[config.mk]
export PLATFORM = sky130hd
export DESIGN_NAME = rir_status_regs
export DESIGN_NICKNAME = d
export VERILOG_FILES = /design/src/rir_pkg.sv /design/src/rir_fifo_if.sv /design/src/rir_sync2.sv /design/src/rir_fifo_track.sv /design/src/rir_status_regs.sv
export VERILOG_INCLUDE_DIRS = /design/src
export SDC_FILE = /design/constraint.sdc
export NUM_CORES = 1
export LEC_CHECK = 0
export BUFFER_PORTS_ARGS = -buffer_cell sky130_fd_sc_hd__buf_2
export CORE_MARGIN = 1
export CORE_UTILIZATION = 30
export CTS_BUF_LIST = sky130_fd_sc_hd__clkbuf_8
export DETAILED_ROUTE_END_ITERATION = 7
export SETUP_SLACK_MARGIN = 0.2
export SKIP_CTS_REPAIR_TIMING = 1
export SYNTH_ARGS = -nofsm -noshare
export SYNTH_HDL_FRONTEND = slang
export SYNTH_SLANG_ARGS = --single-unit
[constraint.sdc]
create_clock -name mclk -period 3.1 [get_ports mclk]
set_input_delay 0.465 -clock mclk [delete_from_list [all_inputs] [get_ports mclk]]
set_output_delay 0.465 -clock mclk [all_outputs]
set_load 0.02 [all_outputs]
[src/rir_consts.svh]
/*
 Register offsets, field positions, reset values and fixed counts of the
 reader interrupt, FIFO status and receive length register bank.
 Assumes inclusion by its bare name from the design files.
*/
`ifndef RIR_CONSTS_SVH
`define RIR_CONSTS_SVH

// ----------------------------------------------------------------------------
// Register offsets
// ----------------------------------------------------------------------------
`define RIR_ADDR_IRQ2 6'h38
`define RIR_ADDR_FIFO_STAT 6'h39
`define RIR_ADDR_RXLEN_UP 6'h3A

// ----------------------------------------------------------------------------
// Field positions and values
// ----------------------------------------------------------------------------
`define RIR_IRQ2_ANA 7
`define RIR_IRQ2_CMD 6
`define RIR_IRQ2_CRC 2
`define RIR_IRQ2_LEN 1
`define RIR_IRQ2_PRE 0
`define RIR_IRQ2_RESET 8'h00
`define RIR_IRQ2_IMPL_MASK 8'hC7
`define RIR_FST_TX 7
`define RIR_FST_RX 6
`define RIR_FST_OVF 5
`define RIR_RXL_NOCRC 7
`define RIR_RXL_RAW 6
`define RIR_RXL_REP 5
`define RIR_RXL_AUTO 4
`define RIR_RXL_RESET 8'h00
`define RIR_FIFO_DEPTH 24
`define RIR_FB_EMPTY_READ 5'h1F
`define RIR_ERRCODE_LEN 12'h029

`endif

[src/rir_pkg.sv]
/*
 Types shared by the reader status register bank.
 Assumes nothing of its surroundings.
*/
package rir_pkg;
    typedef enum logic [1:0] {
        RIR_RX_IDLE = 2'b00,
        RIR_RX_HDR = 2'b01,
        RIR_RX_DATA = 2'b10
    } rir_rx_state_t;
    typedef logic [11:0] rir_rxlen_t;
endpackage

[src/rir_fifo_if.sv]
/*
 Interface between the register bank and its FIFO occupancy tracker.
 Assumes both ends run on mclk.
*/
`timescale 1ns/1ps
interface rir_fifo_if;
    logic push;
    logic pop;
    logic clear;
    logic ovf_pulse;
    logic overflow;
    logic [4:0] count;
    modport track(input push, input pop, input clear,
                  output ovf_pulse, output overflow, output count);
    modport ctrl(output push, output pop, output clear,
                 input ovf_pulse, input overflow, input count);
endinterface

[src/rir_sync2.sv]
/*
 Two-flop synchroniser with any-edge detection, one bit per lane.
 Assumes asynchronous inputs and a single clock mclk.
*/
`timescale 1ns/1ps
module rir_sync2 #(
    parameter int WIDTH = 4
) (
    input wire logic mclk, // Block clock
    input wire logic sys_rst, // Synchronous reset, high
    input wire logic [WIDTH-1:0] async_in, // Pins from outside the domain
    output logic [WIDTH-1:0] level_out, // Synchronised level
    output logic [WIDTH-1:0] edge_out // One-cycle pulse on either edge
);
    logic [WIDTH-1:0] meta;
    logic [WIDTH-1:0] stage2;
    logic [WIDTH-1:0] stage3;

    generate
        if (WIDTH < 1) begin : g_bad_width
            $error("rir_sync2 needs at least one lane");
        end
    endgenerate

    // Edge is taken between the second and third stage, never the first
    always_ff @(posedge mclk) begin
        if (sys_rst) begin
            meta <= '0;
            stage2 <= '0;
            stage3 <= '0;
        end else begin
            meta <= async_in;
            stage2 <= meta;
            stage3 <= stage2;
        end
    end

    assign level_out = stage2;
    assign edge_out = stage2 ^ stage3;
endmodule

[src/rir_fifo_track.sv]
/*
 Byte occupancy tracker of the active FIFO: count, overflow, empty read.
 Assumes push and pop strobes on mclk, at most one of each per cycle.
*/
`timescale 1ns/1ps
`include "rir_consts.svh"
module rir_fifo_track
    import rir_pkg::*;
#(
    parameter int DEPTH = `RIR_FIFO_DEPTH
) (
    input wire logic mclk, // Block clock
    input wire logic blk_rst, // Reset or chip disabled, high
    rir_fifo_if.track bus // Strobes in, status out
);
    localparam logic [4:0] DEPTH_W = 5'(DEPTH);
    logic [4:0] count;
    logic empty_read;
    logic push_only;

    generate
        // Code 1Fh is reserved for the empty-read marker
        if (DEPTH < 1 || DEPTH > 30) begin : g_bad_depth
            $error("rir_fifo_track depth must lie in 1..30");
        end
    endgenerate

    assign push_only = bus.push && !bus.pop;
    assign bus.ovf_pulse = push_only && (count == DEPTH_W);

    always_ff @(posedge mclk) begin
        if (blk_rst || bus.clear) begin
            count <= 5'h00;
        end else if (push_only && count != DEPTH_W) begin
            count <= count + 5'h01;
        end else if (bus.pop && !bus.push && count != 5'h00) begin
            count <= count - 5'h01;
        end
    end

    // Set wins over a clear in the same cycle, so no overflow goes unseen
    always_ff @(posedge mclk) begin
        if (blk_rst) begin
            bus.overflow <= 1'b0;
        end else if (bus.ovf_pulse) begin
            bus.overflow <= 1'b1;
        end else if (bus.clear) begin
            bus.overflow <= 1'b0;
        end
    end

    always_ff @(posedge mclk) begin
        if (blk_rst) begin
            empty_read <= 1'b0;
        end else if (bus.pop && !bus.push && count == 5'h00) begin
            empty_read <= 1'b1;
        end else if (bus.clear || bus.push) begin
            empty_read <= 1'b0;
        end
    end

    assign bus.count = empty_read ? `RIR_FB_EMPTY_READ : count;
endmodule

[src/rir_status_regs.sv]
/*
 Interrupt status two, FIFO status and receive length upper registers of
 the reader, with the interrupt pin. Assumes the register port strobes and
 receiver/transmitter events arrive on mclk; status pins are asynchronous.
*/
// Functional notes
// Analog change flag bit 7 sets on any edge of oscillator, lock, field.
// Command done flag bit 6 sets when a direct command finishes.
// Bit 1 sets on short reception or protocol violation.
// Bit 0 sets on preamble failure or FIFO overflow.
// Each error sets its sub-flag and the summary error; CRC uses bit 2.
// Status two is zero at reset and while chip enable is low.
// A completed read of status two clears it.
// Interrupt pin high while any enabled flag in either register is set.
// Host may mask sub-flags and clear via first register only.
// FIFO status bit 7 shows transmission in progress.
// FIFO status bit 6 shows reception in progress.
// FIFO status bit 5 sets when more than 24 bytes are loaded.
// Five-bit count shows unread bytes; empty read shows 1Fh.
// Raw option bit 6 passes CRC to FIFO; header interrupt becomes second-byte.
// Repeat option bit 5 adds interrupts after fourth and sixth byte.
// Auto option bit 4 swaps expected length to 41 on header one.
// Host programs expected length: upper four bits here, low byte elsewhere.
// Flags set regardless of enables; enables only gate the pin.
// Reserved bits 5 to 3 read zero, never raise the pin.
`timescale 1ns/1ps
`include "rir_consts.svh"
module rir_status_regs
    import rir_pkg::*;
(
    input wire logic mclk, // Block clock, 20 MHz
    input wire logic sys_rst, // Synchronous reset, high
    input wire logic chip_en, // Chip enable pin, asynchronous
    input wire logic osc_ok, // Oscillator good, asynchronous
    input wire logic pll_ok, // Synthesizer locked, asynchronous
    input wire logic rf_field_good, // RF field good, asynchronous
    input wire logic [5:0] reg_addr, // Register address
    input wire logic reg_wr, // Write strobe
    input wire logic reg_rd, // Read strobe, end of read phase
    input wire logic [7:0] reg_wdata, // Write data
    output logic [7:0] reg_rdata, // Read data, valid after reg_rd
    input wire logic [7:0] irq2_enable, // Enable bits for status two
    input wire logic irq1_pending, // Enabled flag pending in first register
    input wire logic [7:0] rx_length_lower, // Companion low length byte
    input wire logic cmd_done, // Direct command finished
    input wire logic crc_err, // CRC error seen
    input wire logic preamble_err, // Preamble detect failure
    input wire logic protocol_err, // Disabled command or protocol violation
    input wire logic tx_active, // Transmission in progress
    input wire logic rx_start, // Reception begins
    input wire logic rx_end, // Reception ends
    input wire logic [11:0] rx_bit_count, // Bits received at rx_end
    input wire logic hdr_valid, // Header bit strobe
    input wire logic hdr_bit, // Header bit value
    input wire logic rx_byte, // One byte received
    input wire logic fifo_push, // Byte loaded into FIFO
    input wire logic fifo_pop, // Byte read from FIFO
    input wire logic fifo_clear, // FIFO emptied
    output rir_rxlen_t expected_rx_length, // Length the receiver waits for
    output logic receive_without_crc, // Receive without CRC option
    output logic raw_fifo_second_byte_option, // CRC bytes also go to FIFO
    output logic header_interrupt, // Header-bit event pulse
    output logic second_byte_interrupt, // Second-byte event pulse
    output logic error_event, // Pulse to summary error flag
    output logic irq // Interrupt pin
);
    // ------------------------------------------------------------------------
    // Pin synchronisation
    // ------------------------------------------------------------------------
    logic [3:0] pin_level;
    logic [3:0] pin_edge;
    logic chip_en_s;
    logic ana_change;
    logic blk_rst;

    rir_sync2 #(.WIDTH(4)) u_pin_sync (
        .mclk(mclk),
        .sys_rst(sys_rst),
        .async_in({chip_en, osc_ok, pll_ok, rf_field_good}),
        .level_out(pin_level),
        .edge_out(pin_edge)
    );

    assign chip_en_s = pin_level[3];
    assign ana_change = |pin_edge[2:0];
    assign blk_rst = sys_rst || !chip_en_s;

    // ------------------------------------------------------------------------
    // FIFO tracker
    // ------------------------------------------------------------------------
    rir_fifo_if fifo_bus();

    rir_fifo_track #(.DEPTH(`RIR_FIFO_DEPTH)) u_fifo (
        .mclk(mclk),
        .blk_rst(blk_rst),
        .bus(fifo_bus.track)
    );

    assign fifo_bus.push = fifo_push;
    assign fifo_bus.pop = fifo_pop;
    // A new reception starts from an empty FIFO
    assign fifo_bus.clear = fifo_clear || rx_start;

    // ------------------------------------------------------------------------
    // Register decode
    // ------------------------------------------------------------------------
    logic [7:0] irq2;
    logic [7:0] rx_len_up;
    logic [7:0] irq2_set;
    logic rd_irq2;
    logic wr_rxlen;

    assign rd_irq2 = reg_rd && reg_addr == `RIR_ADDR_IRQ2;
    assign wr_rxlen = reg_wr && reg_addr == `RIR_ADDR_RXLEN_UP;

    always_ff @(posedge mclk) begin
        if (blk_rst) begin
            rx_len_up <= `RIR_RXL_RESET;
        end else if (wr_rxlen) begin
            rx_len_up <= reg_wdata;
        end
    end

    assign receive_without_crc = rx_len_up[`RIR_RXL_NOCRC];
    assign raw_fifo_second_byte_option = rx_len_up[`RIR_RXL_RAW];

    // ------------------------------------------------------------------------
    // Reception tracking
    // ------------------------------------------------------------------------
    rir_rx_state_t rx_state;
    rir_rx_state_t next_rx_state;
    logic rx_active;
    logic err_code_mode;
    logic hdr_one;
    logic [2:0] rx_bytes;
    logic [2:0] next_rx_bytes;
    rir_rxlen_t exp_len;
    logic short_rx;

    assign rx_active = rx_state != RIR_RX_IDLE;
    assign hdr_one = rx_state == RIR_RX_HDR && hdr_valid && hdr_bit;

    always_comb begin
        next_rx_state = rx_state;
        case (rx_state)
            RIR_RX_IDLE: begin
                if (rx_start) begin
                    next_rx_state = RIR_RX_HDR;
                end
            end
            RIR_RX_HDR: begin
                if (rx_end) begin
                    next_rx_state = RIR_RX_IDLE;
                end else if (hdr_valid) begin
                    next_rx_state = RIR_RX_DATA;
                end
            end
            RIR_RX_DATA: begin
                if (rx_end) begin
                    next_rx_state = RIR_RX_IDLE;
                end
            end
            default: begin
                next_rx_state = RIR_RX_IDLE;
            end
        endcase
        if (rx_start) begin
            next_rx_state = RIR_RX_HDR;
        end
    end

    always_ff @(posedge mclk) begin
        if (blk_rst) begin
            rx_state <= RIR_RX_IDLE;
        end else begin
            rx_state <= next_rx_state;
        end
    end

    // Error-code length stays until the next reception, so a late read agrees
    always_ff @(posedge mclk) begin
        if (blk_rst || rx_start) begin
            err_code_mode <= 1'b0;
        end else if (hdr_one && rx_len_up[`RIR_RXL_AUTO]) begin
            err_code_mode <= 1'b1;
        end
    end

    assign exp_len = err_code_mode ? `RIR_ERRCODE_LEN
                                   : {rx_len_up[3:0], rx_length_lower};
    assign short_rx = rx_end && rx_active && rx_bit_count < exp_len;

    always_ff @(posedge mclk) begin
        if (blk_rst) begin
            expected_rx_length <= 12'h000;
        end else begin
            expected_rx_length <= exp_len;
        end
    end

    // Byte count saturates at seven; only the second, fourth and sixth matter
    assign next_rx_bytes = (rx_bytes == 3'h7) ? rx_bytes : rx_bytes + 3'h1;

    always_ff @(posedge mclk) begin
        if (blk_rst || rx_start) begin
            rx_bytes <= 3'h0;
        end else if (rx_byte && rx_active) begin
            rx_bytes <= next_rx_bytes;
        end
    end

    always_ff @(posedge mclk) begin
        if (blk_rst) begin
            header_interrupt <= 1'b0;
            second_byte_interrupt <= 1'b0;
        end else begin
            header_interrupt <= hdr_one && !rx_len_up[`RIR_RXL_RAW];
            second_byte_interrupt <= rx_len_up[`RIR_RXL_RAW] && rx_byte && rx_active &&
                (next_rx_bytes == 3'h2 || (rx_len_up[`RIR_RXL_REP] &&
                (next_rx_bytes == 3'h4 || next_rx_bytes == 3'h6)));
        end
    end

    // ------------------------------------------------------------------------
    // Interrupt status two
    // ------------------------------------------------------------------------
    always_comb begin
        irq2_set = 8'h00;
        irq2_set[`RIR_IRQ2_ANA] = ana_change;
        irq2_set[`RIR_IRQ2_CMD] = cmd_done;
        irq2_set[`RIR_IRQ2_CRC] = crc_err;
        irq2_set[`RIR_IRQ2_LEN] = short_rx || protocol_err;
        irq2_set[`RIR_IRQ2_PRE] = preamble_err || fifo_bus.ovf_pulse;
    end

    // An event in the clearing read cycle survives the clear
    always_ff @(posedge mclk) begin
        if (blk_rst) begin
            irq2 <= `RIR_IRQ2_RESET;
        end else if (rd_irq2) begin
            irq2 <= irq2_set & `RIR_IRQ2_IMPL_MASK;
        end else begin
            irq2 <= (irq2 | irq2_set) & `RIR_IRQ2_IMPL_MASK;
        end
    end

    always_ff @(posedge mclk) begin
        if (blk_rst) begin
            error_event <= 1'b0;
        end else begin
            error_event <= |irq2_set[2:0];
        end
    end

    // First-register flags arrive already gated by their own enables
    always_ff @(posedge mclk) begin
        if (blk_rst) begin
            irq <= 1'b0;
        end else begin
            irq <= |(irq2 & irq2_enable & `RIR_IRQ2_IMPL_MASK) || irq1_pending;
        end
    end

    // ------------------------------------------------------------------------
    // Read data
    // ------------------------------------------------------------------------
    always_ff @(posedge mclk) begin
        if (sys_rst) begin
            reg_rdata <= 8'h00;
        end else if (reg_rd) begin
            case (reg_addr)
                `RIR_ADDR_IRQ2: reg_rdata <= irq2;
                `RIR_ADDR_FIFO_STAT: reg_rdata <= {tx_active, rx_active,
                    fifo_bus.overflow, fifo_bus.count};
                `RIR_ADDR_RXLEN_UP: reg_rdata <= rx_len_up;
                default: reg_rdata <= 8'h00;
            endcase
        end
    end
endmodule

==> metrics.yaml <==
status: "finished clean"
diodes: 0
synthTopCellsByArea: "dfxtp_1, ha_1, nor2_1"
synth_ff_type: "dfxtp_1"
drc: 0
cts_tree: "built"
fillCellCount: 884
finalSetupTns_ns: 0
wl_per_cell_um: 14.44
hold_path.class: "primary input to register"
setup_viol: 0
post_dp_cell_area_um2: 3296
grt_pass1_vias: 2321
syn_area_um2: 2810
via_per_inst: 4.900
syn_nets: 384
numCtsBuffers: 9
end_kind: "register"
synth-warning-count: 0
crit_path_start_kind: "register"
die_area_um2: 9758
finalCritPeriodShare_pct: 75.27
gp_congestion: 0.8058
ir_drop_mv: 0.2343
critPathRequiredTime_ns: 3.32
clock_skew_ns: 0.007386
grt_setup_unrepaired: "no"
power_density_nw_per_um2: 463.0
fmax_mhz: 428.6
cts_max_level: 3
synth.avg_cell_area_um2: 9.244
grt_usage_pct: 15.35
drtIter0Drc: 75
p_leak_nw: 1.500
port_buffers: 86
grt_max_degree: 35
critPathKind: "register to register"
synth_cells: 304
postSynth.asyncResetShare_pct: 0
io_pins: 90
vias: 2455
yosysTopAreaCellShare_pct: 43.46
synth-edff-count: 0
coreArea_um2: 8891
grt_overflow: 0
row_count: 34
crit_fanout: 7
cts_root_buffer: "clkbuf_8"
path_clk_slew_ns: 0.07
power_mw: 1.614
ant_nets: 0
hold_viol_final: 0
synth_top_cell_by_area: "dfxtp_1"
cts.sinks: 61
synthTopCellsByCount: "dfxtp_1, nor2_1, a21oi_1"
ys_ff_latch: 61
grt_pass1_wl_um: 11430
arrival_ns: 2.56
final_area_um2: 3487
drt_first_pass_iters: 4
ys_types: 50
max_slew_margin_pct: 52.10
post-route-min-period_ns: 2.333
dp_hpwl_um: 5377
layout-drive-gt1-share_pct: 27.74
final_nets: 468
wirelength_um: 7233
die_h_um: 98.79
worst_pin_slew_ns: 0.7004
syn_to_final_growth_pct: 24.09
drv_slew: 0
synth_sequential_area_ratio_pct: 43.46
clock_latency_ns: 0.33
antenna_found_initial: 0
yosysMostFrequentCell: "dfxtp_1"
clock_path_buffers: 2
die_x_um: 98.79
initial_core_util_pct: 31.61
drv_cap: 0
-- per-stage QoR --
| stage | cells | utilization [%] | worst slack, ns | hold slack (ns) |
|---|---|---|---|---|
| floorplan | 304 | - | 0.9101 | 0.4138 |
| global placement | 485 | 37.07 | 0.6032 | 0.4174 |
| detailed placement | 485 | 37.07 | 0.5473 | 0.4220 |
| CTS | 501 | 39.22 | 0.7798 | 0.3146 |
| global route | 501 | 39.22 | 0.5576 | 0.3116 |
| finish | 501 | 39.22 | 0.7667 | 0.3358 |
-- metal layers --
metal / vias up / global-route usage, % / wire [um]
li1: 1242 / - / -
met1: 1152 / 19.96 / 3420
met2: 54 / 24.48 / 3447
met3: 7 / 4.752 / 297
met4: 0 / 4.478 / 67
met5: - / 0 / 0
-- path summary, 6_finish.rpt --
check,from,end,slack [ns],cells after the start
max,u_fifo.count[0],u_fifo.count[4],0.77,8
min,pll_ok,u_pin_sync.meta[1],0.34,2
max reg2reg,u_fifo.count[0],u_fifo.count[4],0.77,8
min reg2reg,u_pin_sync.meta[1],u_pin_sync.level_out[1],0.44,1
-- cell usage in the layout (no fill, tap or decap), types with 2 or more instances in the layout --
master / Yosys / final
buf_2: 1 / 86
dfxtp_1: 61 / 61
nor2_1: 45 / 45
a21oi_1: 21 / 21
nor2b_1: 19 / 19
nand2b_1: 18 / 18
ha_1: 15 / 15
mux2i_1: 13 / 13
clkbuf_8: 0 / 9
nand2_1: 8 / 8
o21ai_0: 7 / 7
inv_1: 5 / 6
nor3_1: 6 / 6
nand3_1: 6 / 6
a31oi_1: 5 / 5
a211oi_1: 5 / 5
xor2_1: 5 / 5
nor3b_1: 4 / 4
o2bb2ai_1: 4 / 4
and2_0: 4 / 4
nor3_2: 3 / 3
nand4_1: 3 / 3
o31ai_1: 3 / 3
a21o_1: 2 / 2
o211a_1: 2 / 2
a2111oi_0: 2 / 2
a22oi_1: 2 / 2
or3_1: 2 / 2
clkinv_2: 0 / 2
clkinvlp_4: 0 / 2
-- cell families after synthesis --
logic type,after synthesis,share of synthesized area (%)
buf+inv,19,3.784
flops,61,43.45
xor+xnor,6,1.870
compound gates,61,14.34
fa+ha+maj,16,7.391
mux,13,4.630
simple gates,128,24.53
-- registers in the layout, summed over array words and instances, names as in the netlist, 2 cells and up --
name	cells
expected_rx_length	12
reg_rdata	8
rx_len_up	8
irq2	5
u_fifo.count	5
u_pin_sync.level_out	4
u_pin_sync.meta	4
rx_bytes	3
u_pin_sync.stage3	3
rx_state	2
-- power by group --
group | switching (mW) | internal (mW) | leakage (nW)
clock | 0.320 | 0.366 | 0.0964
sequential | 0.00431 | 0.793 | 0.494
combinational | 0.0692 | 0.0611 | 0.910
total | 0.394 | 1.22 | 1.50
-- worst max-delay path: stages (launching register included) --
cell     delay, ns
dfxtp_1       0.47
nor3_2        0.10
a31oi_1       0.32
inv_1         0.17
fa_1          0.43
a21o_1        0.17
a21oi_1       0.26
o221a_2       0.23
a31oi_1       0.07
-- final cells by class --
class                           count  area (um2)  area share (%)
Clock inverter                      7       67.56           1.938
Tap cell                          108       135.1           3.875
Multi-Input combinational cell    224        1483           42.52
Clock buffer                        9       123.9           3.552
Inverter                            5       18.77          0.5382
Sequential cell                    61        1221           35.02
Timing Repair Buffer               87       437.9           12.56
(Power assumes the default switching activity.)
